## src/bfa_map.vh

```
// register offsets, field positions and frame constants for the beacon frame assembler
`ifndef BFA_MAP_VH
`define BFA_MAP_VH
`define BFA_CTRL 12'h000
`define BFA_FC 12'h004
`define BFA_DEST 12'h008
`define BFA_SRC 12'h00c
`define BFA_SEQ 12'h010
`define BFA_ACC 12'h014
`define BFA_CAP 12'h018
`define BFA_BODY 12'h01c
`define BFA_STAT 12'h020
`define BFA_FC_VER_LSB 0
`define BFA_FC_SEC_BIT 3
`define BFA_FC_ACK_LSB 4
`define BFA_FC_TYPE_LSB 6
`define BFA_FC_SUB_LSB 9
`define BFA_FC_RETRY_BIT 13
`define BFA_CTRL_START_BIT 0
`define BFA_CTRL_CLR_BIT 1
`define BFA_HDR_LEN 4'h9
`define BFA_CAP_ID 8'h0c
`define BFA_CAP_LEN 8'h02
`define BFA_CRC_INIT 32'hffffffff
`define BFA_CRC_POLY 32'hedb88320
`define BFA_FIFO_DEPTH 16
`endif

```

## src/bfa_assembler.v

```verilog
// beacon frame assembler: apb registers, body fifo, octet sequencer and fcs
//
// Register access over APB and the address map were chosen for this implementation.
`timescale 1ns/1ps
`default_nettype none
`include "bfa_map.vh"

module bfa_fifo #(
    parameter WIDTH = 8,
    parameter DEPTH = 16
) (
    input wire mclk,
    input wire rst_b,
    input wire clear,
    input wire [WIDTH-1:0] in_data,
    input wire in_valid,
    output wire in_ready,
    output wire [WIDTH-1:0] out_data,
    output wire out_valid,
    input wire out_ready
);
    localparam AW = $clog2(DEPTH);
    reg [WIDTH-1:0] mem [0:DEPTH-1];
    reg [AW-1:0] wr_ptr;
    reg [AW-1:0] rd_ptr;
    reg [AW:0] count;
    wire push = in_valid && in_ready;
    wire pop = out_valid && out_ready;
    assign in_ready = (count != DEPTH[AW:0]);
    assign out_valid = (count != {(AW+1){1'b0}});
    assign out_data = mem[rd_ptr];
    always @(posedge mclk) begin
        if (push)
            mem[wr_ptr] <= in_data;
    end
    always @(posedge mclk or negedge rst_b) begin
        if (!rst_b) begin
            wr_ptr <= {AW{1'b0}};
            rd_ptr <= {AW{1'b0}};
            count <= {(AW+1){1'b0}};
        end else if (clear) begin
            wr_ptr <= {AW{1'b0}};
            rd_ptr <= {AW{1'b0}};
            count <= {(AW+1){1'b0}};
        end else begin
            if (push)
                wr_ptr <= wr_ptr + 1'b1;
            if (pop)
                rd_ptr <= rd_ptr + 1'b1;
            if (push && !pop)
                count <= count + 1'b1;
            else if (pop && !push)
                count <= count - 1'b1;
        end
    end
endmodule

module bfa_assembler (
    input wire mclk,
    input wire rst_b,
    input wire psel,
    input wire penable,
    input wire pwrite,
    input wire [11:0] paddr,
    input wire [31:0] pwdata,
    output reg [31:0] prdata,
    output reg pready,
    output reg pslverr,
    output reg [7:0] tx_data,
    output reg tx_valid,
    output reg tx_first,
    output reg tx_last,
    input wire tx_ready
);
    localparam ST_IDLE = 3'h0;
    localparam ST_HDR = 3'h1;
    localparam ST_CAP = 3'h2;
    localparam ST_BODY = 3'h3;
    localparam ST_FCS = 3'h4;

    reg [15:0] fc_word;
    reg [15:0] dest_addr;
    reg [15:0] source_address;
    reg [15:0] seq_ctrl;
    reg [15:0] access_info;
    reg [8:0] cap_flags;
    reg [2:0] state;
    reg [3:0] idx;
    reg [31:0] crc;
    reg frames_done;
    reg [15:0] frame_count;
    wire [7:0] fifo_data;
    wire fifo_valid;
    wire fifo_in_ready;
    reg fifo_pop;
    wire acc = psel && penable && !pready;
    wire wr = acc && pwrite;
    wire body_push = wr && (paddr == `BFA_BODY);
    wire ctl_wr = wr && (paddr == `BFA_CTRL);
    wire start = ctl_wr && pwdata[`BFA_CTRL_START_BIT] && (state == ST_IDLE);
    wire clr = ctl_wr && pwdata[`BFA_CTRL_CLR_BIT] && (state == ST_IDLE);
    // body end is marked by bit 8 of the body word written last
    wire [8:0] body_word;

    function [31:0] crc_byte;
        input [31:0] c;
        input [7:0] d;
        integer i;
        reg [31:0] r;
        begin
            r = c ^ {24'h000000, d};
            for (i = 0; i < 8; i = i + 1)
                r = r[0] ? ((r >> 1) ^ `BFA_CRC_POLY) : (r >> 1);
            crc_byte = r;
        end
    endfunction

    // header octet by index, low octet of each field first
    function [7:0] hdr_octet;
        input [3:0] k;
        begin
            case (k)
                4'h0: hdr_octet = fc_word[7:0];
                4'h1: hdr_octet = fc_word[15:8];
                4'h2: hdr_octet = dest_addr[7:0];
                4'h3: hdr_octet = dest_addr[15:8];
                4'h4: hdr_octet = source_address[7:0];
                4'h5: hdr_octet = source_address[15:8];
                4'h6: hdr_octet = seq_ctrl[7:0];
                4'h7: hdr_octet = seq_ctrl[15:8];
                4'h8: hdr_octet = access_info[7:0];
                default: hdr_octet = access_info[15:8];
            endcase
        end
    endfunction

    bfa_fifo #(.WIDTH(9), .DEPTH(`BFA_FIFO_DEPTH)) u_fifo (
        .mclk(mclk),
        .rst_b(rst_b),
        .clear(clr),
        .in_data(pwdata[8:0]),
        .in_valid(body_push),
        .in_ready(fifo_in_ready),
        .out_data(body_word),
        .out_valid(fifo_valid),
        .out_ready(fifo_pop)
    );
    assign fifo_data = body_word[7:0];

    wire can_send = !tx_valid || tx_ready;
    wire [7:0] cap_octet = (idx[1:0] == 2'h0) ? `BFA_CAP_ID :
        (idx[1:0] == 2'h1) ? `BFA_CAP_LEN :
        (idx[1:0] == 2'h2) ? cap_flags[7:0] :
        {7'h00, cap_flags[8]};

    always @* begin
        fifo_pop = (state == ST_BODY) && can_send && fifo_valid;
    end

    always @(posedge mclk or negedge rst_b) begin
        if (!rst_b) begin
            prdata <= 32'h00000000;
            pready <= 1'b0;
            pslverr <= 1'b0;
            fc_word <= 16'h0000;
            dest_addr <= 16'hffff;
            source_address <= 16'h0000;
            seq_ctrl <= 16'h0000;
            access_info <= 16'h0000;
            cap_flags <= 9'h000;
        end else begin
            // body writes stall in access phase while the fifo is full
            pready <= acc && !(body_push && !fifo_in_ready);
            pslverr <= 1'b0;
            if (acc && !(body_push && !fifo_in_ready)) begin
                prdata <= 32'h00000000;
                case (paddr)
                    `BFA_CTRL: prdata <= 32'h00000000;
                    `BFA_FC: begin
                        if (pwrite)
                            fc_word <= {2'b00, pwdata[13:0]};
                        prdata <= {16'h0000, fc_word};
                    end
                    `BFA_DEST: begin
                        if (pwrite)
                            dest_addr <= pwdata[15:0];
                        prdata <= {16'h0000, dest_addr};
                    end
                    `BFA_SRC: begin
                        if (pwrite)
                            source_address <= pwdata[15:0];
                        prdata <= {16'h0000, source_address};
                    end
                    `BFA_SEQ: begin
                        if (pwrite)
                            seq_ctrl <= pwdata[15:0];
                        prdata <= {16'h0000, seq_ctrl};
                    end
                    `BFA_ACC: begin
                        if (pwrite)
                            access_info <= pwdata[15:0];
                        prdata <= {16'h0000, access_info};
                    end
                    `BFA_CAP: begin
                        if (pwrite)
                            cap_flags <= pwdata[8:0];
                        prdata <= {23'h000000, cap_flags};
                    end
                    `BFA_BODY: prdata <= 32'h00000000;
                    `BFA_STAT: prdata <= {frame_count, 8'h00, 3'h0, fifo_valid, frames_done, state};
                    default: pslverr <= 1'b1;
                endcase
            end
        end
    end

    always @(posedge mclk or negedge rst_b) begin
        if (!rst_b) begin
            state <= ST_IDLE;
            idx <= 4'h0;
            crc <= `BFA_CRC_INIT;
            tx_data <= 8'h00;
            tx_valid <= 1'b0;
            tx_first <= 1'b0;
            tx_last <= 1'b0;
            frames_done <= 1'b0;
            frame_count <= 16'h0000;
        end else begin
            if (tx_valid && tx_ready) begin
                tx_valid <= 1'b0;
                tx_first <= 1'b0;
                tx_last <= 1'b0;
            end
            case (state)
                ST_IDLE: begin
                    if (start) begin
                        state <= ST_HDR;
                        idx <= 4'h0;
                        crc <= `BFA_CRC_INIT;
                        frames_done <= 1'b0;
                    end
                end
                ST_HDR: if (can_send) begin
                    tx_data <= hdr_octet(idx);
                    tx_valid <= 1'b1;
                    tx_first <= (idx == 4'h0);
                    idx <= idx + 4'h1;
                    if (idx == `BFA_HDR_LEN) begin
                        // beacon parameters come from the fifo ahead of the capability element
                        state <= ST_BODY;
                        idx <= 4'h0;
                    end
                end
                ST_BODY: if (can_send) begin
                    if (fifo_valid) begin
                        tx_data <= fifo_data;
                        tx_valid <= 1'b1;
                        crc <= crc_byte(crc, fifo_data);
                        if (body_word[8]) begin
                            state <= ST_CAP;
                            idx <= 4'h0;
                        end
                    end
                end
                ST_CAP: if (can_send) begin
                    // capability element closes the element sequence
                    tx_data <= cap_octet;
                    crc <= crc_byte(crc, cap_octet);
                    tx_valid <= 1'b1;
                    idx <= idx + 4'h1;
                    if (idx == 4'h3) begin
                        state <= ST_FCS;
                        idx <= 4'h0;
                    end
                end
                ST_FCS: if (can_send) begin
                    // complemented crc, low octet first
                    tx_data <= ~crc[{idx[1:0], 3'b000} +: 8];
                    tx_valid <= 1'b1;
                    tx_last <= (idx == 4'h3);
                    idx <= idx + 4'h1;
                    if (idx == 4'h3) begin
                        state <= ST_IDLE;
                        frames_done <= 1'b1;
                        frame_count <= frame_count + 16'h0001;
                    end
                end
                default: state <= ST_IDLE;
            endcase
        end
    end
endmodule
`default_nettype wire

```

## config.mk

```make
export PLATFORM = sky130hd
export DESIGN_NAME = bfa_assembler
export DESIGN_NICKNAME = d
export VERILOG_FILES = /design/src/bfa_assembler.v
export VERILOG_INCLUDE_DIRS = /design/src
export SDC_FILE = /design/constraint.sdc
export NUM_CORES = 1
export LEC_CHECK = 0
export BUFFER_PORTS_ARGS = -buffer_cell sky130_fd_sc_hd__buf_2
export CAP_MARGIN = 30
export CORE_ASPECT_RATIO = 0.9
export CORE_UTILIZATION = 35
export CTS_CLUSTER_SIZE = 25
export DETAILED_ROUTE_END_ITERATION = 8
export GPL_TIMING_DRIVEN = 0
export PLACE_DENSITY = 0.57
export SYNTH_ARGS = -nofsm -noshare
export SYNTH_HDL_FRONTEND = slang
export SYNTH_SLANG_ARGS = --single-unit
```

## constraint.sdc

```tcl
create_clock -name mclk -period 4.05 [get_ports mclk]
set_input_delay 0.2025 -clock mclk [delete_from_list [all_inputs] [get_ports mclk]]
set_output_delay 0.2025 -clock mclk [all_outputs]
set_load 0.02 [all_outputs]
```

== Yosys cells after proc, flatten, opt, wreduce, memory -nomap -nowiden ==
Memories as Yosys holds them, arrays and structs flattened.
Cells that the tools add are included.
Widths: inputs -> output; s select.

* Memories kept: 1
* Bits of input ports: 50
* Output and inout port bits: 45
* Register bits: 201
* Memory bits (writable): 144

{| class="wikitable"
|+ Memory list
! name !! depth !! width !! rd ports !! clocked after Yosys merged registers in !! wr ports !! RTL line !! RTL
|-
| u_fifo.mem || 16 || 9 || 1 || 0 || 1 || bfa_assembler.v:23 || <nowiki>reg [WIDTH-1:0] mem [0:DEPTH-1];</nowiki>
|}

* Equality and inequality tests: 34
* Bitwise operators: 19
* Reductions and logical operators: 51
* Muxes and demuxes: 79
* Shift-type cells: 1
* $add $sub $neg: 6

{| class="wikitable"
|+ Operators by type and width
! cell !! count
|-
| $mux 32 || 20
|-
| $not 13->14 || 16
|-
| $pmux 32 s7 || 1
|-
| $pmux 32 s3 || 1
|-
| $pmux 8 s9 || 1
|-
| $mux 8 || 8
|-
| $xor 32x8->32 || 2
|-
| $mux 4 || 13
|-
| $eq 12x5->1 const B || 4
|-
| $pmux 8 s4 || 1
|-
| $shiftx 32x6->8 || 1
|-
| $mux 3 || 10
|-
| $eq 12x4->1 const B || 2
|-
| $reduce_and 3->1 || 7
|-
| $ne 2x2->1 const B || 10
|-
| $pmux 4 s5 || 1
|-
| $logic_and 1x1->1 || 18
|-
| $mux 1 || 17
|-
| $add 16x1->16 const B || 1
|-
| $eq 4x3->1 const B || 4
|-
| $mux 5 || 3
|-
| $pmux 3 s5 || 1
|-
| $add 4x1->4 const B || 3
|-
| $eq 12x3->1 const B || 1
|-
| other kinds (31) || 44
|}

== Logic depth before layout (Yosys ltp) ==
* Word-level depth: 23
* Depth in mapped cells: 14
* Depth with buffers taken out: 12

== Modules after synthesis ==
Synthesis repeated with hierarchy kept, for this count alone.

* Cell total of the unflattened synthesis: 1370
* Area total of the unflattened synthesis: 17664.4 sq um

{| class="wikitable"
|+ Modules (own cells, without submodules)
! module !! cells each !! instances !! sequential area each (sq um) !! area each (sq um)
|-
| bfa_assembler || 1056 || 1 || 4764.6 || 11215.8
|-
| bfa_fifo || 314 || 1 || 4649.5 || 6448.7
|}

== Worst setup path after synthesis ==
No wires, ideal clock.

* Path kind: input port to flip-flop
* Start point: in paddr[1]
* End point: reg u_fifo.count[4]
* Arrival time: 3390 ps
* Setup slack: 534 ps
* Stages: 14
* Required time: 3924 ps
* Path through: or4_1 > or3_1 > clkbuf_1 > nor4b_1 > clkbuf_1 > nand2_1 > fa_1 > a21o_1 > a21oi_1 > nor2_1 > nand2_1 > o21ai_0 > nor2_1 > a21oi_1

* Longest elaborated chain between the ends: 6
* Elaborated cells between the ends (all ways): 13

{| class="wikitable"
|+ RTL lines
! element !! RTL line !! RTL
|-
| from (decl) || bfa_assembler.v:64 || <nowiki>input wire [11:0] paddr,</nowiki>
|-
| $eq 12x5->1 || -- ||
|-
| $logic_and 1x1->1 || bfa_assembler.v:98 || <nowiki>wire body_push = wr && (paddr == `BFA_BODY);</nowiki>
|-
| $logic_and 1x1->1 || bfa_assembler.v:27 || <nowiki>wire push = in_valid && in_ready;</nowiki>
|-
| $logic_and 1x1->1 or $logic_not 1->1 (tied branches) || bfa_assembler.v:50, bfa_assembler.v:52 ||
|-
| $mux 5 or $logic_and 1x1->1 (tied branches) || bfa_assembler.v:50, bfa_assembler.v:52 ||
|-
| $mux 5 or $reduce_bool 3->1 (tied branches) || -- ||
|-
| to (signal assigned) || bfa_assembler.v:40 || <nowiki>count <= {(AW+1){1'b0}};</nowiki>
|-
| to (signal assigned) || bfa_assembler.v:44 || <nowiki>count <= {(AW+1){1'b0}};</nowiki>
|-
| to (signal assigned) || bfa_assembler.v:51 || <nowiki>count <= count + 1'b1;</nowiki>
|-
| to (decl) || bfa_assembler.v:26 || <nowiki>reg [AW:0] count;</nowiki>
|}

Several ways; a longest one is shown, not always the timed one.
A chain may end at the register's enable or synchronous reset.

== Worst setup path after layout ==
* Start point: reg idx[0]
* End point: reg tx_data[0]

* Longest elaborated chain between the ends: 6
* Elaborated cells between the ends (all ways): 22

{| class="wikitable"
|+ RTL lines
! element !! RTL line !! RTL
|-
| from (decl) || bfa_assembler.v:88 || <nowiki>reg [3:0] idx;</nowiki>
|-
| from (signal assigned) || bfa_assembler.v:247 || <nowiki>idx <= idx + 4'h1;</nowiki>
|-
| from (signal assigned) || bfa_assembler.v:270 || <nowiki>idx <= idx + 4'h1;</nowiki>
|-
| from (signal assigned) || bfa_assembler.v:281 || <nowiki>idx <= idx + 4'h1;</nowiki>
|-
| parallel branches: the longest is 5 deep, another holds $shiftx 32x6->8 || -- ||
|-
| $pmux 8 s4 * || bfa_assembler.v:234 || <nowiki>case (state)</nowiki>
|-
| to (signal assigned) || bfa_assembler.v:244 || <nowiki>tx_data <= hdr_octet(idx);</nowiki>
|-
| to (signal assigned) || bfa_assembler.v:267 || <nowiki>tx_data <= cap_octet;</nowiki>
|-
| to (signal assigned) || bfa_assembler.v:278 || <nowiki>tx_data <= ~crc[{idx[1:0], 3'b000} +: 8];</nowiki>
|-
| to (decl) || bfa_assembler.v:69 || <nowiki>output reg [7:0] tx_data,</nowiki>
|}

Every way passes the cells marked *. The select of a mux whose other input is x is not followed.

==> reports/qor.yml <==
outcome: "completed"
critPathLaunchType: "register"
fin_ws_ns: 0.3056
antenna_left: 0
final_layout_size_suffix_gt1_share_pct: 25.41
endpoint_kind: "register"
p_leak_nw: 8.079
synthMostInstantiatedCell: "dfrtp_1"
clkPwrFrac_pct: 21.0
yosysTopAreaCellShare_pct: 24.64
cp_max_fo: 10
net-switching-power_mw: 6.703
grt_pass1_vias: 12200
grt_overflow: 0
die_width_um: 238.1
cts_tree: "built"
comb_power_share_pct: 53.2
finalSetupViolCount: 0
coreArea_um2: 49330
cp_data_arrival_time_ns: 4.18
synth-edff-count: 144
syn_area_per_cell_um2: 13.03
die_area_um2: 51050
final_util_pct: 41.33
rows: 77
synth_top_flop_cell: "dfrtp_1"
portBuffers: 76
switching_share_pct: 38.35
final.period_utilization_pct: 92.45
drc: 0
antenna_cells: 0
die_h_um: 214.4
antenna_found_initial: 1
htree_levels: 2
synth_area_um2: 17550
ys_seq_area_share_pct: 53.64
via_per_inst: 5.582
grt_max_degree: 113
root_buffer: "clkbuf_16"
min_path_type: "input pin to register"
via_count: 12180
synthTopCellsByArea: "edfxtp_1 (25%), dfrtp_1 (22%), dfstp_2 (7.2%), mux2_2 (6.5%), xnor2_1 (3.3%)"
grt_pass1_wl_mm: 76.42
drt_iter0_markers: 1134
dpl_worst_slack_ns: -0.6357
clkTransAtPathRegs_ns: 0.06
r2r_slack_ns: 0.31
p_seq_share_pct: 25.8
syn2layout_area_growth_pct: 16.15
clk_path_buf_depth: 3
period_needed_ns: 3.744
area.sequential_um2: 9415
internal_power_mw: 10.78
drv_slew: 0
io_pins: 95
hold_viol_final: 0
rsz0062_at_grt: "no"
vdd_drop_max_mv: 0.6871
skew_ns: 0.02075
synth_seq_cells: 345
fmax_mhz: 267.1
numCtsBuffers: 39
wire_per_inst_um: 23.11
finalNetCount: 1545
synth_nets: 1412
ys_async_sr_fraction_pct: 58.26
place_congestion: 0.9282
place_hpwl_mm: 35.21
multi_input_area_um2: 7828
synth.distinct_cells: 77
slew_headroom_pct: 29.69
max-cap-violations: 0
grt.total_usage_pct: 19.83
start_util_pct: 35.58
synthCells: 1347
cts_sinks: 345
cp.required_ns: 4.48
yosysTopAreaCell: "edfxtp_1"
fillCellCount: 4641
first_pass_iters: 6
yosys_warnings: 0
path_class: "register to register"
clock_latency_ns: 0.58
p_per_area_nw_per_um2: 857.4
synth_common_cells: "dfrtp_1 (153), edfxtp_1 (144), nor2_1 (112), mux2_2 (102), nand2_1 (92)"
routed_wl_mm: 50.42
tightestPinTransition_ns: 1.049
-- routing by layer --
layer	global-route usage [%]	wire length, um	vias up
met5	0	13	-
met4	6.474	1367	2
met3	4.132	3694	97
met2	29.67	22520	452
met1	28.62	22830	6306
li1	-	-	5322
-- area by class of cell --
| class | count | share of cell area (%) |
|---|---|---|
| repair buffers | 92 | 2.701 |
| well taps | 671 | 4.118 |
| plain buffers | 74 | 1.854 |
| clock inverters | 18 | 1.185 |
| multi-input cells | 917 | 38.40 |
| clock buffers | 54 | 5.358 |
| flip-flops and latches | 345 | 46.19 |
| inverters | 11 | 0.2025 |
-- power by group through the flow --
stage / sequential [mW] / clock [mW] / combinational [mW]
after floorplan: 4.48 / 0 / 7.10
after global placement: 4.53 / 0 / 8.99
after detailed placement: 4.54 / 0 / 9.08
after CTS: 4.49 / 3.74 / 9.21
after global routing: 4.55 / 3.85 / 9.93
final: 4.51 / 3.67 / 9.30
-- cells by family (layout without fill, tap and decap cells) --
kind of cell	count (synthesis)	after routing	share of synthesized area, %
flops	345	345	53.64
mux	172	172	13.97
buf+inv	85	249	2.352
compound gates	246	246	9.916
fa+ha+maj	15	15	1.112
xor+xnor	148	148	9.916
simple gates	336	336	9.096
-- worst max-delay path: stages (launching register included) --
cell and delay [ns]:
dfrtp_2 0.49, clkbuf_4 0.34, inv_1 0.10, ha_1 0.28
clkbuf_2 0.27, buf_1 0.37, a222oi_1 0.41, o21ai_0 0.13
a221oi_1 0.55, o22ai_1 0.18, a21oi_1 0.36, a21oi_1 0.12
-- per-stage QoR --
step	hold WS, ns	TNS, ns	power (mW)	cell area [um^2]	cells
after floorplan	-0.09309	0	11.58	17550	1347
after global placement	0.4489	-138.38	13.52	18770	2094
after detailed placement	0.2983	-7.570	13.62	18840	2099
after CTS	0.03098	0	17.44	20360	2181
after global routing	0.06111	0	18.33	20390	2182
final	0.05270	0	17.48	20390	2182
-- final timing paths --
check                                    to  cells past startpoint        from
setup / recovery                 tx_data[0]                     11      idx[0]
hold / removal                      pslverr                      4   paddr[10]
setup reg to reg                 tx_data[0]                     11      idx[0]
hold reg to reg                  prdata[18]                      2  prdata[18]
max in group asynchronous            idx[0]                      3       rst_b
min in group asynchronous  u_fifo.rd_ptr[2]                      2       rst_b
-- placed cells by master, fill, tap and decap left out, types with 10 or more instances in the layout --
cell type / count
xor2_1: 45
inv_1: 10
a22o_1: 10
ha_1: 14
and3_1: 16
nand2b_1: 11
mux4_2: 17
a222oi_1: 11
edfxtp_1: 144
o21ai_0: 46
mux2_2: 102
nor2b_1: 10
o22ai_1: 13
nand2_1: 92
buf_2: 93
a22oi_1: 22
dfstp_2: 48
o221ai_1: 10
nor3_1: 11
a21oi_1: 44
a221oi_1: 31
mux4_1: 22
nand3_1: 34
nor2_1: 112
and2_1: 13
clkbuf_1: 49
xnor3_1: 11
xnor2_1: 62
xnor2_2: 10
dfrtp_1: 152
a31oi_1: 11
dlygate4sd3_1: 10
clkbuf_16: 39
mux2i_1: 27
-- registers in the layout, indices dropped and copies added, names as in the netlist, 3 cells and up --
name / flops
access_info: 16
cap_flags: 9
crc: 32
dest_addr: 16
fc_word: 14
frame_count: 16
idx: 4
prdata: 32
seq_ctrl: 16
source_address: 16
state: 3
tx_data: 8
u_fifo.count: 5
u_fifo.mem: 144
u_fifo.rd_ptr: 4
u_fifo.wr_ptr: 4
-- repair_timing --
item,in CTS,in global routing
setup buffers,0,0
endpoints found under the hold margin,101,0
hold buffers,10,0
setup endpoints to repair,26,19
resized for setup,15,5
No activity file was read; power rests on OpenSTA's default activity.
